===== config.mk =====
export PLATFORM = sky130hd
export DESIGN_NAME = adc_converter_flat
export DESIGN_NICKNAME = d
export VERILOG_FILES = /design/src/hdl/adc_ctrl_pkg.sv /design/src/hdl/adc_ctrl_if.sv /design/src/hdl/adc_converter.sv /design/src/flat_wrapper.sv
export SDC_FILE = /design/constraint.sdc
export NUM_CORES = 1
export LEC_CHECK = 0
export BUFFER_PORTS_ARGS = -buffer_cell sky130_fd_sc_hd__buf_2
export CORE_UTILIZATION = 64
export CTS_CLUSTER_DIAMETER = 80
export DETAILED_ROUTE_END_ITERATION = 8
export PLACE_DENSITY = 0.95
export SLEW_MARGIN = 25
export SYNTH_ARGS = -nofsm -noshare
export SYNTH_HDL_FRONTEND = slang
export SYNTH_SLANG_ARGS = --single-unit

===== constraint.sdc =====
create_clock -name sys_clk -period 10.09 [get_ports sys_clk]
set_clock_uncertainty 0.2 [all_clocks]
set_input_delay 2.018 -clock sys_clk [delete_from_list [all_inputs] [get_ports sys_clk]]
set_output_delay 2.018 -clock sys_clk [all_outputs]
set_load 0.005 [all_outputs]

===== src/hdl/adc_ctrl_pkg.sv =====
// Shared constants and types for the converter control link.
package adc_ctrl_pkg;
  localparam int unsigned RESULT_W         = 12;
  localparam int unsigned CHAN_W           = 5;
  localparam int unsigned DIV_W            = 8;
  localparam int unsigned CAL_W            = 8;
  localparam int unsigned PWRUP_CAL_CYCLES = 3840;
  localparam int unsigned POST_CAL_CYCLES  = 2;
  localparam int unsigned SAMPLE_CYCLES    = 2;
  localparam int unsigned DIV_BASE         = 4;
  localparam logic [4:0]  CHAN_SUPPLY      = 5'h00;
  localparam logic [4:0]  CHAN_TEMP        = 5'h1F;
  localparam logic [7:0]  DIV_RESET        = 8'h00;
  typedef enum logic [1:0] {RES_10 = 2'h0, RES_12 = 2'h1, RES_8 = 2'h2} res_mode_t;
  typedef enum logic [1:0] {INPUT_VOLT, INPUT_CURR, INPUT_TEMP, INPUT_FIXED} input_kind_t;
endpackage


===== src/hdl/adc_ctrl_if.sv =====
// Interface joining the converter end and the controlling fabric logic.
`timescale 1ns/1ps
interface adc_ctrl_if;
  logic       conv_start_pulse;
  logic [4:0] channel_select;
  logic [7:0] clock_divider_setting;
  logic [1:0] res_mode;
  logic       internal_temp_strobe;
  logic       comparator_powerdown;
  logic       calibrating;
  logic       sampling;
  logic       busy;
  logic       result_valid;
  logic [11:0] result;
  modport converter (input conv_start_pulse, channel_select, clock_divider_setting, res_mode,
                     internal_temp_strobe, comparator_powerdown,
                     output calibrating, sampling, busy, result_valid, result);
  modport controller (output conv_start_pulse, channel_select, clock_divider_setting, res_mode,
                      internal_temp_strobe, comparator_powerdown,
                      input calibrating, sampling, busy, result_valid, result);
endinterface


===== src/hdl/adc_converter.sv =====
// Converter end: calibration, conversion sequencing and result latching.
// Overview of operation
// - Power-up calibration 3840 converter clocks, flagged
// - Eight-bit calibration array trims offset, linearity
// - Post-calibration after every conversion
// - Controller pulses start one cycle
// - Sampling and busy rise together
// - Sampling drops after hold, busy stays
// - Completion: busy low, valid high, result
// - Valid held until next start
// - Result latched until next valid rise
// - Controller captures result while valid
// - Five-bit binary channel select, 32 inputs
// - Channel 0 supply, channel 31 temperature
// - Channels 1-30 grouped three per quad
// - Controller strobes diode before temperature
// - Powerdown stops comparators only
// - Inputs sampled on rising system clock
// - Eight/ten-bit results zero-fill low bits
// - Converter clock is 4*(1+divider) system clocks
`timescale 1ns/1ps
module adc_converter #(
  parameter int unsigned PWRUP_CAL = adc_ctrl_pkg::PWRUP_CAL_CYCLES
) (
  // Clock and reset.
  input  wire logic                           sys_clk,
  input  wire logic                           resetn,
  // Analog side: comparator decision and channel routing to the front end.
  input  wire logic                           comp_out,
  output logic [4:0]                          mux_channel,
  output adc_ctrl_pkg::input_kind_t           mux_kind,
  output logic [3:0]                          mux_quad,
  output logic [adc_ctrl_pkg::CAL_W-1:0]      cal_trim,
  output logic                                comp_enable,
  output logic                                temp_diode_strobe,
  // Control link.
  adc_ctrl_if.converter                       ctl
);
  typedef enum logic [2:0] {ST_PWRCAL, ST_IDLE, ST_SAMPLE, ST_CONVERT, ST_POSTCAL} state_t;
  localparam int unsigned CAL_CW = $clog2(PWRUP_CAL + 1);

  state_t                          state_q;
  logic [9:0]                      div_cnt_q;
  logic                            tick;
  logic [CAL_CW-1:0]               cnt_q;
  logic [3:0]                      bit_q;
  logic [adc_ctrl_pkg::RESULT_W-1:0] sar_q;
  logic [1:0]                      res_q;
  logic [4:0]                      chan_q;
  logic [3:0]                      post_idx_q;
  logic                            start_ok;
  logic [3:0]                      lsb_bit;
  logic                            comp_s1_q;
  logic                            comp_s2_q;

  // The converter clock is an enable every 4*(1+divider) system clocks.
  // The compare is >= so that a lowered divider takes effect at once instead of wrapping the counter.
  assign tick = (div_cnt_q >= 10'((adc_ctrl_pkg::DIV_BASE * (ctl.clock_divider_setting + 1)) - 1));
  always_ff @(posedge sys_clk or negedge resetn) begin
    if (!resetn)
      div_cnt_q <= 10'h000;
    else if (tick)
      div_cnt_q <= 10'h000;
    else
      div_cnt_q <= div_cnt_q + 10'h001;
  end

  // Starts sampled only at rising edges, and only from idle.
  assign start_ok = ctl.conv_start_pulse && (state_q == ST_IDLE);
  assign lsb_bit  = (res_q == adc_ctrl_pkg::RES_8) ? 4'h4 : (res_q == adc_ctrl_pkg::RES_10) ? 4'h2 : 4'h0;

  // The comparator decision is not timed to the system clock, so it passes two flip-flops first.
  always_ff @(posedge sys_clk or negedge resetn) begin
    if (!resetn) begin
      comp_s1_q <= 1'b0;
      comp_s2_q <= 1'b0;
    end else begin
      comp_s1_q <= comp_out;
      comp_s2_q <= comp_s1_q;
    end
  end

  always_ff @(posedge sys_clk or negedge resetn) begin
    if (!resetn) begin
      state_q <= ST_PWRCAL;
      cnt_q   <= '0;
      bit_q   <= 4'h0;
      sar_q   <= 12'h000;
    end else begin
      unique case (state_q)
        ST_PWRCAL: if (tick) begin
          if (cnt_q == CAL_CW'(PWRUP_CAL - 1)) begin
            state_q <= ST_IDLE;
            cnt_q   <= '0;
          end else
            cnt_q <= cnt_q + 1'b1;
        end
        ST_IDLE: if (start_ok) begin
          state_q <= ST_SAMPLE;
          cnt_q   <= '0;
        end
        ST_SAMPLE: if (tick) begin
          if (cnt_q == CAL_CW'(adc_ctrl_pkg::SAMPLE_CYCLES - 1)) begin
            state_q <= ST_CONVERT;
            bit_q   <= 4'hB;
            sar_q   <= 12'h800;
          end else
            cnt_q <= cnt_q + 1'b1;
        end
        ST_CONVERT: if (tick) begin
          // Successive approximation: keep or drop the trial bit, then try the next one.
          if (!comp_s2_q)
            sar_q[bit_q] <= 1'b0;
          if (bit_q == lsb_bit) begin
            state_q <= ST_POSTCAL;
            cnt_q   <= '0;
          end else begin
            bit_q            <= bit_q - 4'h1;
            sar_q[bit_q - 1] <= 1'b1;
          end
        end
        ST_POSTCAL: if (tick) begin
          if (cnt_q == CAL_CW'(adc_ctrl_pkg::POST_CAL_CYCLES - 1))
            state_q <= ST_IDLE;
          else
            cnt_q <= cnt_q + 1'b1;
        end
      endcase
    end
  end

  // Captured settings hold steady through a conversion even if the controller moves on.
  always_ff @(posedge sys_clk or negedge resetn) begin
    if (!resetn) begin
      res_q  <= adc_ctrl_pkg::RES_12;
      chan_q <= 5'h00;
    end else if (start_ok) begin
      res_q  <= ctl.res_mode;
      chan_q <= ctl.channel_select;
    end
  end

  // Channel decode: fixed supply and diode ends, quads in groups of three between.
  always_ff @(posedge sys_clk or negedge resetn) begin
    if (!resetn) begin
      mux_channel <= 5'h00;
      mux_kind    <= adc_ctrl_pkg::INPUT_FIXED;
      mux_quad    <= 4'h0;
    end else begin
      mux_channel <= chan_q;
      if (chan_q == adc_ctrl_pkg::CHAN_SUPPLY || chan_q == adc_ctrl_pkg::CHAN_TEMP) begin
        mux_kind <= adc_ctrl_pkg::INPUT_FIXED;
        mux_quad <= 4'h0;
      end else begin
        mux_quad <= 4'((chan_q - 5'h01) / 5'h03);
        unique case (5'((chan_q - 5'h01) % 5'h03))
          5'h00:   mux_kind <= adc_ctrl_pkg::INPUT_VOLT;
          5'h01:   mux_kind <= adc_ctrl_pkg::INPUT_CURR;
          default: mux_kind <= adc_ctrl_pkg::INPUT_TEMP;
        endcase
      end
    end
  end

  // Calibration trim: a ramp during power-up, then one array element per conversion.
  always_ff @(posedge sys_clk or negedge resetn) begin
    if (!resetn) begin
      cal_trim   <= 8'h00;
      post_idx_q <= 4'h0;
    end else if (state_q == ST_PWRCAL && tick) begin
      cal_trim <= 8'(cnt_q >> 4);
    end else if (state_q == ST_POSTCAL && tick && cnt_q == '0) begin
      post_idx_q <= (post_idx_q == 4'hC) ? 4'h0 : post_idx_q + 4'h1;
      cal_trim   <= {4'h0, post_idx_q};
    end
  end

  // Status, powerdown and strobe outputs, all registered.
  always_ff @(posedge sys_clk or negedge resetn) begin
    if (!resetn) begin
      ctl.calibrating   <= 1'b1;
      ctl.sampling      <= 1'b0;
      ctl.busy          <= 1'b0;
      comp_enable       <= 1'b0;
      temp_diode_strobe <= 1'b0;
    end else begin
      ctl.calibrating   <= (state_q == ST_PWRCAL) && !(tick && cnt_q == CAL_CW'(PWRUP_CAL - 1));
      ctl.sampling      <= start_ok || (ctl.sampling && state_q == ST_SAMPLE &&
                           !(tick && cnt_q == CAL_CW'(adc_ctrl_pkg::SAMPLE_CYCLES - 1)));
      ctl.busy          <= start_ok || (ctl.busy && !(state_q == ST_CONVERT && tick && bit_q == lsb_bit));
      comp_enable       <= !ctl.comparator_powerdown;
      temp_diode_strobe <= ctl.internal_temp_strobe;
    end
  end

  // Valid clears on the start edge; result only moves when valid rises again.
  always_ff @(posedge sys_clk or negedge resetn) begin
    if (!resetn) begin
      ctl.result_valid <= 1'b0;
      ctl.result       <= 12'h000;
    end else if (state_q == ST_CONVERT && tick && bit_q == lsb_bit) begin
      ctl.result_valid <= 1'b1;
      ctl.result       <= (comp_s2_q ? sar_q : (sar_q & ~(12'h001 << bit_q))) &
                          ~((12'h001 << lsb_bit) - 12'h001);
    end else if (start_ok) begin
      ctl.result_valid <= 1'b0;
    end
  end
endmodule // adc_converter


===== src/flat_wrapper.sv =====
// flat-port wrapper written by rule: the top's interface ports become plain ports
module adc_converter_flat 
#(
  parameter int unsigned PWRUP_CAL = adc_ctrl_pkg::PWRUP_CAL_CYCLES
)
  (sys_clk, resetn, comp_out, mux_channel, mux_kind, mux_quad, cal_trim, comp_enable, temp_diode_strobe, ctl_conv_start_pulse, ctl_channel_select, ctl_clock_divider_setting, ctl_res_mode, ctl_internal_temp_strobe, ctl_comparator_powerdown, ctl_calibrating, ctl_sampling, ctl_busy, ctl_result_valid, ctl_result);
  adc_ctrl_if ctl_i ();
  input  wire logic sys_clk;
  input  wire logic resetn;
  input  wire logic comp_out;
  output logic [4:0] mux_channel;
  output adc_ctrl_pkg::input_kind_t mux_kind;
  output logic [3:0] mux_quad;
  output logic [adc_ctrl_pkg::CAL_W-1:0] cal_trim;
  output logic comp_enable;
  output logic temp_diode_strobe;
  input wire logic [$bits(ctl_i.conv_start_pulse)-1:0] ctl_conv_start_pulse;
  input wire logic [$bits(ctl_i.channel_select)-1:0] ctl_channel_select;
  input wire logic [$bits(ctl_i.clock_divider_setting)-1:0] ctl_clock_divider_setting;
  input wire logic [$bits(ctl_i.res_mode)-1:0] ctl_res_mode;
  input wire logic [$bits(ctl_i.internal_temp_strobe)-1:0] ctl_internal_temp_strobe;
  input wire logic [$bits(ctl_i.comparator_powerdown)-1:0] ctl_comparator_powerdown;
  output wire logic [$bits(ctl_i.calibrating)-1:0] ctl_calibrating;
  output wire logic [$bits(ctl_i.sampling)-1:0] ctl_sampling;
  output wire logic [$bits(ctl_i.busy)-1:0] ctl_busy;
  output wire logic [$bits(ctl_i.result_valid)-1:0] ctl_result_valid;
  output wire logic [$bits(ctl_i.result)-1:0] ctl_result;
  assign ctl_i.conv_start_pulse = ctl_conv_start_pulse;
  assign ctl_i.channel_select = ctl_channel_select;
  assign ctl_i.clock_divider_setting = ctl_clock_divider_setting;
  assign ctl_i.res_mode = ctl_res_mode;
  assign ctl_i.internal_temp_strobe = ctl_internal_temp_strobe;
  assign ctl_i.comparator_powerdown = ctl_comparator_powerdown;
  assign ctl_calibrating = ctl_i.calibrating;
  assign ctl_sampling = ctl_i.sampling;
  assign ctl_busy = ctl_i.busy;
  assign ctl_result_valid = ctl_i.result_valid;
  assign ctl_result = ctl_i.result;
  adc_converter #(.PWRUP_CAL(PWRUP_CAL)) u_core (.sys_clk(sys_clk), .resetn(resetn), .comp_out(comp_out), .mux_channel(mux_channel), .mux_kind(mux_kind), .mux_quad(mux_quad), .cal_trim(cal_trim), .comp_enable(comp_enable), .temp_diode_strobe(temp_diode_strobe), .ctl(ctl_i));
endmodule

Word level (Yosys, flattened, before mapping)
Index checks and enable logic that the tools add are counted.

RAM bits: 0. Input bits: 21. Bits in registers: 91. ROM bits: 0. Latch bits: 0. Memories: 0. Logic and storage cells: 152.

Reduce and logical (&&, ||, !) cells: 35. Mux-type cells: 47. Equality and inequality tests: 23. Bitwise logic cells: 8. Magnitude comparators: 5. Add/subtract/negate cells: 9. Multipliers: 0. Shifts and indexed selects: 2. Divide/modulo/power cells: 2.

Operators with widths (number): 2-to-1 mux 12 bit (15); one-hot mux 12 bit (4 select lines) (1); bitwise AND 12 bit (3); inverter 12 bit (3); >= comparator 32 x 1 -> 1 bit, second input constant (1); less-than comparator 32 x 5 -> 1 bit, second input constant (1); 2-to-1 mux 4 bit (7); 2-to-1 mux 3 bit (9); one-hot mux 12 bit (2 select lines) (1); left shift 1 x 4 -> 12 bit, first input constant (2); 2-to-1 mux 8 bit (2); one-hot mux 3 bit (5 select lines) (1); logical AND 1 bit (14); adder 12 x 1 -> 12 bit, second input constant (1); == test 12 x 1 -> 1 bit, second input constant (1); == test 12 bit, second input constant (1); logical NOT 12 bit (1); inequality test 2 x 1 -> 1 bit, second input constant (6); inequality test 2 bit, second input constant (6); OR 12 bit (1); subtractor 12 x 1 -> 12 bit, second input constant (1); adder 10 x 1 -> 10 bit, second input constant (1); >= comparator 10 bit (1); logical NOT 5 bit (2); 36 further kinds (49).

Depth between registers and ports, before layout
Gate-level depths: netlist (run 1).

Depth after elaboration: 13. Depth in mapped cells: 22. Mapped depth without buffers: 19.

Worst setup path after synthesis (run 1)
No wires, ideal clock.

Path type: in2reg. Start point: input port ctl_clock_divider_setting[0]. End point: register u_core.cnt_q[2]. Cell stages on the path: 18. Arrival: 5025 ps. Path buffers: 2. Data required time: 9753 ps. Path slack: 4728 ps. Setup time: 137 ps. Cells stage by stage: ha_1 xnor2_1 a31oi_1 nor4_1 nand2_1 xnor2_1 a31oi_1 xor2_1 ha_1 o2111ai_1 o21ai_1 clkbuf_1 a211o_1 nand3_1 buf_2 nor2_1 xnor2_1 nor2_1.

Longest elaborated chain between the ends: 5. Elaborated cells on any way between the ends: 7. Those cells by class: add/sub (2); order compare (1); eq/ne (3); reduce/logical (1).

Ends and longest elaborated chain: start: declaration (RTL line flat_wrapper.sv:19) `input wire logic [$bits(ctl_i.clock_divider_setting)-1:0] ctl_clock_divider_setting;`; adder 8 x 1 -> 8 bit (*) (RTL line adc_converter.sv:58) `assign tick = (div_cnt_q >= 10'((adc_ctrl_pkg::DIV_BASE * (ctl.clock_divider_setting + 1)) - 1));`; subtractor 10 x 1 -> 10 bit (*) (RTL line adc_converter.sv:58); >= comparator 10 bit (*) (RTL line adc_converter.sv:58); inequality test 2 x 1 -> 1 bit (no line); AND reduction 6 bit (no line) (*); end signal: assignment (RTL line adc_converter.sv:96) `cnt_q <= cnt_q + 1'b1;`; end signal: assignment (RTL line adc_converter.sv:108) `cnt_q <= cnt_q + 1'b1;`; end signal: assignment (RTL line adc_converter.sv:126) `cnt_q <= cnt_q + 1'b1;`; end: declaration (RTL line adc_converter.sv:45) `logic [CAL_CW-1:0] cnt_q;`.

Mark *: on every way between the ends. The rest lies on a longest branch, timed or not. A chain may end at the register's enable or synchronous reset.

Final worst setup path (run 1)
Start point: input port ctl_clock_divider_setting[0]. End point: register u_core.cnt_q[10].

The elaborated chain is that of the path after synthesis.

==> results.py, run 1 <==
metrics = {
    "status": {
        "status": "finished, final reports clean",
    },
    "drt": {
        "wl_um": 12000,
        "drc": 0,
        "first_pass_iters": 5,
        "wl_per_cell_um": 16.2,
        "initialDrtViolationCount": 384,
        "via_per_inst": 6.24,
        "postRouteAntennaNets": 0,
        "vias": 4621,
    },
    "floorplan": {
        "die-area_um2": 8700,
        "rows": 32,
        "core-area_um2": 7890,
        "die_w_um": 93.3,
        "pin_count": 58,
        "initial_utilization": 0.676,
        "dieHeight_um": 93.3,
    },
    "synth": {
        "synth_top_area_frac": 0.408,
        "syn_nets": 643,
        "synth_top_cell_by_area": "dfrtp_1",
        "syn_inst": 593,
        "synth.most_common_cell": "dfrtp_1",
        "synth_seq_cells": 91,
        "ys_top_cells_by_area": "dfrtp_1 (41%), ha_1 (6.8%), nand2_1 (6.0%)",
        "synth_warnings": 0,
        "ys_types": 67,
        "synth_edf_count": 0,
        "synth_commonest_cells": "dfrtp_1 (87), nand2_1 (85), o21ai_0 (42)",
        "synth_flop_cell": "dfrtp_1",
        "async_flop_share": 1.00,
        "syn_avg_cell_area_um2": 8.99,
        "yosysSeqAreaShare": 0.428,
        "synthesis.area_um2": 5330,
    },
    "critical_path": {
        "cp-end-kind": "flip-flop",
        "r2r_start": "u_core.chan_q[0]",
        "arrival_ns": 5.96,
        "required_ns": 10.13,
        "reg2reg_setup_slack_ns": 5.02,
        "cp_top_family": "simple AND/OR/NAND/NOR gates",
        "cp_cell_sequence": "buf_2 -> ha_1 -> xnor2_1 -> a31oi_1 -> nor4_1 -> nand2_1 -> xnor2_1 -> a31oi_1 -> xor2_1 -> ha_1 -> o2111ai_1 -> o21ai_1 -> buf_4 -> nor4b_2 -> a21oi_1 -> o22ai_1 -> nor2_1",
        "start_kind": "primary input",
        "path_max_fanout": 20,
        "reg2reg_depth": 19,
        "critPathMaxStageDelay_ns": 0.71,
        "worst-path-buf-inv": 2,
        "critical-path-slowest-cell": "nor4b_2",
        "rr_endpoint": "u_core.mux_kind[1]",
        "critPathKind": "in -> reg",
    },
    "clocking": {
        "cts_resized": 0,
        "ctsRootBufferMaster": "clkbuf_8",
        "cts_made_buffers": 9,
        "hold_buffers": 0,
        "clock_latency_ns": 0.37,
        "tritoncts": "yes",
        "path_clk_slew_ns": 0.10,
        "clock-sinks": 91,
        "cts_setup_buffers": 0,
        "clockBufferDepth": 2,
        "cts-htree-levels": 3,
    },
    "sta": {
        "maxSlewHeadroom": 0.446,
        "slew_viol_final": 0,
        "period_share": 0.587,
        "rsz0062_at_grt": "false",
        "final-hold-violation-count": 0,
        "fmaxAchievable_mhz": 169,
        "tightestPinTransition_ns": 0.828,
        "setup_viol": 0,
        "tns_ns": 0,
        "min_period_ns": 5.92,
    },
    "placement": {
        "place_inst": 723,
        "numPortBuffers": 57,
        "dp.final_hpwl_um": 8310,
        "place_area_um2": 5640,
        "gp_congestion": 0.895,
    },
    "power_and_ir_drop": {
        "ir_worst_vdd_uv": 67.1,
        "p_per_area_nw_per_um2": 129,
        "p_leak_uw": 0.00281,
    },
    "hold_path": {
        "whs_endpoint": "u_core.comp_s2_q",
        "hp-class": "reg -> reg",
        "hold_start": "u_core.comp_s1_q",
        "holdPathStages": 0,
    },
    "cells_and_area": {
        "num-fill-cells": 550,
        "fin_area_um2": 5830,
        "final_cells": 740,
        "diodes": 0,
        "postLayoutCoreUtil": 0.739,
        "seqCellArea_um2": 2280,
        "area_delta_synth_final_pct": 9.27,
        "layout-drive-gt1-share": 0.160,
        "multi_input_area_um2": 2830,
        "final_nets": 683,
    },
    "global_routing": {
        "grtUsageTotal": 0.295,
        "antenna_found_initial": 0,
        "grt_overflow": 0,
        "grt_pass1_vias": 4438,
        "grt_start_max_net_pins": 78,
        "grt_pass1_wl_um": 20400,
    },
    "job": {
        "maxCapViolCount": 0,
    },
}
placed cells by master (no fill, tap or decap), types with 4 or more instances in the layout:
cell,count
dfrtp_1,87
nor2b_1,11
a31oi_1,7
o31ai_1,9
nand3_1,31
clkbuf_8,9
o21ai_0,42
xnor2_1,18
a22o_1,8
a21o_1,10
inv_6,4
or3_1,7
a21oi_1,26
mux2_2,5
nand2b_1,6
a22oi_1,4
a211oi_1,6
nor2_1,40
ha_1,29
and3_1,8
buf_2,57
nor3_1,17
nand2_1,85
nor4_1,6
xor2_1,11
dfstp_2,4
inv_1,27
logic make-up (layout without fill, tap and decap cells):
kind of cell    count (synthesis)  after routing  share of synthesized area
compound gates                147            147                      0.184
xor+xnor                       30             30                     0.0507
fa+ha+maj                      29             29                     0.0680
buf+inv                        58            103                     0.0422
flops                          91             91                      0.428
mux                            10             10                     0.0230
simple gates                  228            228                      0.205
how the worst max path moves through the flow:
stage                                 startpoint               end  slack [ns]  cells past startpoint
floorplan           ctl_clock_divider_setting[0]   u_core.cnt_q[2]        4.73                     18
global placement    ctl_clock_divider_setting[0]  u_core.cnt_q[10]        4.11                     17
detailed placement  ctl_clock_divider_setting[0]  u_core.cnt_q[10]        3.80                     17
CTS                 ctl_clock_divider_setting[0]  u_core.cnt_q[10]        4.18                     17
global route        ctl_clock_divider_setting[0]  u_core.cnt_q[10]        3.79                     17
finish              ctl_clock_divider_setting[0]  u_core.cnt_q[10]        4.17                     17
final cells by class:
class                      count  share of cell area
tap                          102              0.0219
timing repair buffer          60              0.0535
clock buffer                  10              0.0219
sequential                    91               0.392
multi-input combinational    444               0.486
clock inverter                 6             0.00773
inverter                      27              0.0174
per-layer routing:
| layer | part of all wire | global-route usage | vias to the layer above | wire [µm] |
|---|---|---|---|---|
| met5 | 0 | 0 | - | 0 |
| met4 | 0.013 | 0.112 | 0 | 152 |
| met3 | 0.058 | 0.0423 | 17 | 692 |
| met2 | 0.50 | 0.475 | 178 | 5960 |
| met1 | 0.43 | 0.405 | 2261 | 5170 |
| li1 | - | - | 2165 | - |
sequential cells by signal, summed over array words and instances (netlist names), 2 cells and up:
signal              count
u_core.post_idx_q       4
u_core.res_q            2
u_core.chan_q           5
u_core.cal_trim         8
u_core.ctl.result      12
u_core.bit_q            4
u_core.sar_q           12
u_core.mux_channel      5
u_core.mux_kind         2
u_core.mux_quad         4
u_core.div_cnt_q       10
u_core.state_q          3
u_core.cnt_q           12
report_power, final:
part | internal (µW) | total (µW) | switching [µW] | leakage, µW
registers | 387 | 417 | 29.3 | 0.00117
clock network | 92.5 | 231 | 139 | 0.0000918
logic | 47.3 | 106 | 58.8 | 0.00155
stage by stage:
stage / setup WS (ns) / power, µW / hold WS [ns]
floorplan: 4.73 / 491 / 0.131
global placement: 4.11 / 520 / 0.133
detailed placement: 3.80 / 530 / 0.149
CTS: 4.18 / 757 / 0.180
global route: 3.79 / 792 / 0.178
finish: 4.17 / 754 / 0.174
Power figures use the tool's default switching activity.
==> run 2, diff against run 1 <==
Settings changed: CORE_UTILIZATION 64 to 59, PLACE_DENSITY 0.95 to 0.89.
Clock period 10.09 ns to 6.1 ns, I/O delays scaled along.
==> results.py, run 2 (synthesized netlist as in run 1, its figures left out) <==
metrics = {
    "power_and_ir_drop": {
        "pwr-share-comb": 0.144,
        "switching_share": 0.304,
        "p_leak_uw": 0.00282,
        "ir_worst_vdd_uv": 131,
        "switchingPower_uw": 382,
        "internal-power_uw": 876,
        "p_seq_frac": 0.546,
        "clkPwrFrac": 0.311,
        "p_per_area_nw_per_um2": 215,
    },
    "cells_and_area": {
        "final_common_cell": "dfrtp_1",
        "num-fill-cells": 654,
        "final_nets": 684,
        "reg_top3": "u_core.cnt_q x12, u_core.ctl.result x12, u_core.sar_q x12",
        "fin_area_um2": 5850,
        "most-common-layout-cells": "dfrtp_1 (87), nand2_1 (85), buf_2 (56)",
        "seqCellArea_um2": 2280,
        "diodes": 0,
        "layout-drive-gt1-share": 0.161,
        "area_delta_synth_final_pct": 9.66,
        "multi_input_area_um2": 2830,
    },
    "critical_path": {
        "start_kind": "primary input",
        "arrival_ns": 5.34,
        "required_ns": 6.16,
        "critical-path-slowest-cell": "nand3_1",
        "cp-end-kind": "flip-flop",
        "cp_top_family": "simple AND/OR/NAND/NOR gates",
        "reg2reg_setup_slack_ns": 1.26,
        "worst-path-buf-inv": 1,
        "critPathMaxStageDelay_ns": 0.63,
        "reg2reg_depth": 19,
        "cp_cell_sequence": "buf_2 -> ha_1 -> xnor2_1 -> a31oi_1 -> nor4_1 -> nand2_1 -> xnor2_1 -> a31oi_1 -> xor2_1 -> ha_1 -> o2111ai_1 -> o21ai_1 -> nor2b_1 -> nand3_1 -> o31ai_1",
        "path_max_fanout": 20,
        "rr_endpoint": "u_core.mux_kind[1]",
        "r2r_start": "u_core.chan_q[0]",
        "critPathKind": "in -> reg",
    },
    "sta": {
        "min_period_ns": 5.28,
        "final-hold-violation-count": 0,
        "tightestPinTransition_ns": 0.799,
        "maxSlewHeadroom": 0.466,
        "rsz0062_at_grt": "false",
        "slew_viol_final": 0,
        "setup_viol": 0,
        "period_share": 0.866,
        "tns_ns": 0,
        "holdWs_ns": 0.158,
        "fmaxAchievable_mhz": 189,
    },
    "drt": {
        "drc": 0,
        "initialDrtViolationCount": 272,
        "via_per_inst": 6.05,
        "first_pass_iters": 5,
        "postRouteAntennaNets": 0,
        "wl_um": 11500,
        "wl_per_cell_um": 15.4,
        "vias": 4523,
    },
    "clocking": {
        "clock_latency_ns": 0.36,
        "cts-htree-levels": 3,
        "path_clk_slew_ns": 0.10,
        "cts_setup_buffers": 0,
        "cts_resized": 0,
        "hold_buffers": 0,
        "ctsRootBufferMaster": "clkbuf_8",
        "cts_made_buffers": 9,
        "clockBufferDepth": 2,
        "clock-sinks": 91,
        "tritoncts": "yes",
    },
    "global_routing": {
        "grt_start_max_net_pins": 92,
        "antenna_found_initial": 0,
        "grt_pass1_vias": 4247,
        "grt_overflow": 0,
        "grt_pass1_wl_um": 19600,
        "grtUsageTotal": 0.251,
    },
    "hold_path": {
        "holdPathStages": 0,
        "whs_endpoint": "u_core.comp_s2_q",
        "hp-class": "reg -> reg",
        "hold_start": "u_core.comp_s1_q",
    },
    "floorplan": {
        "dieHeight_um": 97.1,
        "die-area_um2": 9420,
        "pin_count": 58,
        "die_w_um": 97.1,
        "core-area_um2": 8720,
        "rows": 34,
        "initial_utilization": 0.612,
    },
    "status": {
        "status": "finished, final reports clean",
    },
    "job": {
        "maxCapViolCount": 0,
    },
    "placement": {
        "numPortBuffers": 57,
        "gp_congestion": 0.951,
        "dp.final_hpwl_um": 7980,
        "place_area_um2": 5660,
    },
}
[run 2: worst max-delay path by stage]
stage / from / endpoint / slack (ns) / cells after the start
after floorplan: ctl_clock_divider_setting[0] / u_core.cnt_q[2] / 1.54 / 18
after global placement: ctl_clock_divider_setting[0] / u_core.ctl.result[2] / 0.77 / 15
after detailed placement: ctl_clock_divider_setting[0] / u_core.ctl.result[2] / 0.46 / 15
after CTS: ctl_clock_divider_setting[0] / u_core.ctl.result[2] / 0.84 / 15
after global routing: ctl_clock_divider_setting[0] / u_core.ctl.result[2] / 0.40 / 15
final: ctl_clock_divider_setting[0] / u_core.ctl.result[2] / 0.82 / 15
[run 2: worst register-to-register path, cell delays in order, from the launching register on]
cell	delay [ns]
dfrtp_1	0.77
inv_1	0.15
ha_1	0.39
nor3_1	0.23
mux2i_2	0.13
nand2_1	0.08
ha_1	0.31
nor2_1	0.07
a22o_1	0.20
a32oi_1	0.18
o21ai_2	0.16
a211oi_1	0.34
mux2i_1	0.18
ha_1	0.23
a21oi_1	0.16
o31ai_2	0.13
a21oi_2	0.25
mux2i_1	0.22
a22oi_1	0.08
or3_1	0.33
[run 2: layer usage]
layer,part of all wire,up-vias,track usage
li1,-,2169,-
met1,0.45,2168,0.345
met2,0.48,168,0.406
met3,0.058,18,0.0475
met4,0.013,0,0.0769
met5,0,-,0
[run 2: through the flow]
stage               utilization  std cells  power (µW)  worst slack (ns)
floorplan                     -        593         811              1.54
global placement          0.648        730         862             0.774
detailed placement        0.649        730         878             0.457
CTS                       0.670        746        1260             0.840
global route              0.671        747        1330             0.396
finish                    0.671        747        1260             0.818
[run 2: power groups by stage]
stage          logic, µW  registers (µW)  clock network, µW
2_1_floorplan        124             688                  0
3_3_place_gp         168             695                  0
3_5_place_dp         181             697                  0
4_1_cts              182             686                396
5_1_grt              209             694                424
6_report             181             687                391
[run 2: area by class of cell]
class | count | share of cell area
multi-input combinational | 444 | 0.483
sequential | 91 | 0.390
timing repair buffer | 61 | 0.0550
tap | 108 | 0.0231
clock buffer | 9 | 0.0212
inverter | 27 | 0.0173
clock inverter | 7 | 0.0101
==> run 3, diff against run 2 <==
Settings changed: CAP_MARGIN set to 20, CORE_UTILIZATION 59 to 35, PLACE_DENSITY 0.89 to 0.61.
Clock period 6.1 ns to 4.9 ns, I/O delays scaled along.
==> results.py, run 3 (synthesized netlist as in run 1, its figures left out) <==
metrics = {
    "cells_and_area": {
        "postLayoutCoreUtil": 0.417,
        "reg_top3": "u_core.cnt_q x12, u_core.ctl.result x12, u_core.sar_q x12",
        "final_nets": 690,
        "layout-drive-gt1-share": 0.171,
        "most-common-layout-cells": "dfrtp_1 (87), nand2_1 (85), buf_2 (56)",
        "final_common_cell": "dfrtp_1",
        "num-fill-cells": 1463,
        "fin_area_um2": 6120,
        "diodes": 0,
        "area_delta_synth_final_pct": 14.8,
    },
    "global_routing": {
        "grt_start_max_net_pins": 57,
        "antenna_found_initial": 0,
        "grtUsageTotal": 0.162,
        "grt_pass1_wl_um": 20700,
        "grt_overflow": 0,
        "grt_pass1_vias": 4328,
    },
    "sta": {
        "period_share": 0.919,
        "slew_viol_final": 0,
        "fmaxAchievable_mhz": 222,
        "final-hold-violation-count": 0,
        "setup_viol": 0,
        "min_period_ns": 4.50,
        "rsz0062_at_grt": "false",
        "tightestPinTransition_ns": 0.816,
        "holdWs_ns": 0.151,
        "maxSlewHeadroom": 0.454,
    },
    "critical_path": {
        "worst-path-buf-inv": 1,
        "critPathKind": "reg -> reg",
        "start_kind": "flip-flop",
        "path_max_fanout": 11,
        "required_ns": 4.97,
        "critical-path-slowest-cell": "dfrtp_1",
        "cp_top_family": "compound AO/OA/AOI/OAI gates",
        "critPathMaxStageDelay_ns": 0.48,
        "cp.depth": 19,
        "cp_cell_sequence": "inv_1 -> ha_2 -> nor3_1 -> mux2i_2 -> nand2_1 -> ha_1 -> xnor2_1 -> nor3_1 -> a31oi_1 -> o21ai_2 -> a211oi_1 -> mux2i_1 -> ha_1 -> a21oi_1 -> o31ai_2 -> a21oi_2 -> mux2i_1 -> a22oi_1 -> or3_1",
        "r2r_start": "u_core.chan_q[1]",
        "reg2reg_depth": 19,
        "cp-end-kind": "flip-flop",
        "rr_endpoint": "u_core.mux_kind[1]",
        "reg2reg_setup_slack_ns": 0.40,
        "arrival_ns": 4.57,
    },
    "floorplan": {
        "rows": 44,
        "die_w_um": 125,
        "dieHeight_um": 125,
        "die-area_um2": 15700,
        "core-area_um2": 14700,
        "pin_count": 58,
        "initial_utilization": 0.363,
    },
    "clocking": {
        "clockBufferDepth": 2,
        "cts-htree-levels": 3,
        "clock_latency_ns": 0.35,
        "hold_buffers": 0,
        "cts_made_buffers": 9,
        "ctsRootBufferMaster": "clkbuf_16",
        "clock-sinks": 91,
        "path_clk_slew_ns": 0.06,
        "tritoncts": "yes",
    },
    "status": {
        "status": "complete, but fails checks",
        "violations": "design-rule violations",
    },
    "power_and_ir_drop": {
        "p_leak_uw": 0.00290,
        "p_per_area_nw_per_um2": 293,
        "ir_worst_vdd_uv": 147,
    },
    "drt": {
        "top_layer": "met4",
        "vias": 4450,
        "wl_met2_um": 5750,
        "drc": 8,
        "m1WireLength_um": 5810,
        "wl_um": 12200,
        "dr_wl_met3_um": 427,
        "first_pass_iters": 8,
        "initialDrtViolationCount": 341,
        "wl_per_cell_um": 14.7,
        "postRouteAntennaNets": 0,
        "via_per_inst": 5.37,
    },
    "hold_path": {
        "holdPathStages": 0,
        "whs_endpoint": "u_core.comp_s2_q",
        "hp-class": "reg -> reg",
        "hold_start": "u_core.comp_s1_q",
    },
    "placement": {
        "dp.final_hpwl_um": 8770,
        "numPortBuffers": 57,
        "gp_congestion": 0.831,
        "place_area_um2": 5800,
    },
    "job": {
        "maxCapViolCount": 0,
    },
}
## run 3: cell count changes in the layout (fill, tap and decap cells not counted), sizes merged
cell / change
clkbuf: +4
bufinv: +1
buf: +6
inv: -4
clkinv: -1
## run 3: final cells by class
| cell class | count | area [µm²] | share of cell area |
|---|---|---|---|
| repair buffers | 67 | 363 | 0.0592 |
| multi-input cells | 444 | 2840 | 0.464 |
| well taps | 184 | 230 | 0.0376 |
| inverters | 27 | 101 | 0.0165 |
| clock inverters | 3 | 46.3 | 0.00756 |
| clock buffers | 13 | 260 | 0.0425 |
| flip-flops and latches | 91 | 2280 | 0.373 |
## run 3: worst max-delay path by stage
stage / from / end / slack [ns]
after floorplan: u_core.chan_q[0] / u_core.mux_kind[1] / 0.48
after global placement: ctl_clock_divider_setting[0] / u_core.cnt_q[10] / 0.11
after detailed placement: ctl_clock_divider_setting[0] / u_core.cnt_q[10] / -0.07
after CTS: ctl_clock_divider_setting[0] / u_core.cnt_q[10] / 0.27
after global routing: u_core.chan_q[1] / u_core.mux_kind[1] / 0.06
final: u_core.chan_q[1] / u_core.mux_kind[1] / 0.40
## run 3: power breakdown
part	switching (µW)	internal, µW	total [µW]
Combinational	121	99.3	220
Clock	292	425	717
Sequential	58.7	799	857
## run 3: timing repair
action,in CTS,in global routing
buffers inserted,0,0
resized for setup,0,3
endpoints found under the setup margin,0,15
hold endpoints to repair,0,0
## run 3: routing by layer
metal  vias up  global-route usage
li1       2183                   -
met1      2158               0.219
met4         0              0.0531
met5         -                   0
met3        15              0.0317
met2        94               0.260
## run 3: through the flow
stage          TNS [ns]  total power, µW  setup WS (ns)  std cells
2_1_floorplan         0             1010          0.481        593
3_5_place_dp     -0.373             1100        -0.0695        813
5_1_grt               0             1890         0.0612        829
4_1_cts               0             1820          0.268        829
3_3_place_gp          0             1080          0.106        813
6_report              0             1790          0.397        829
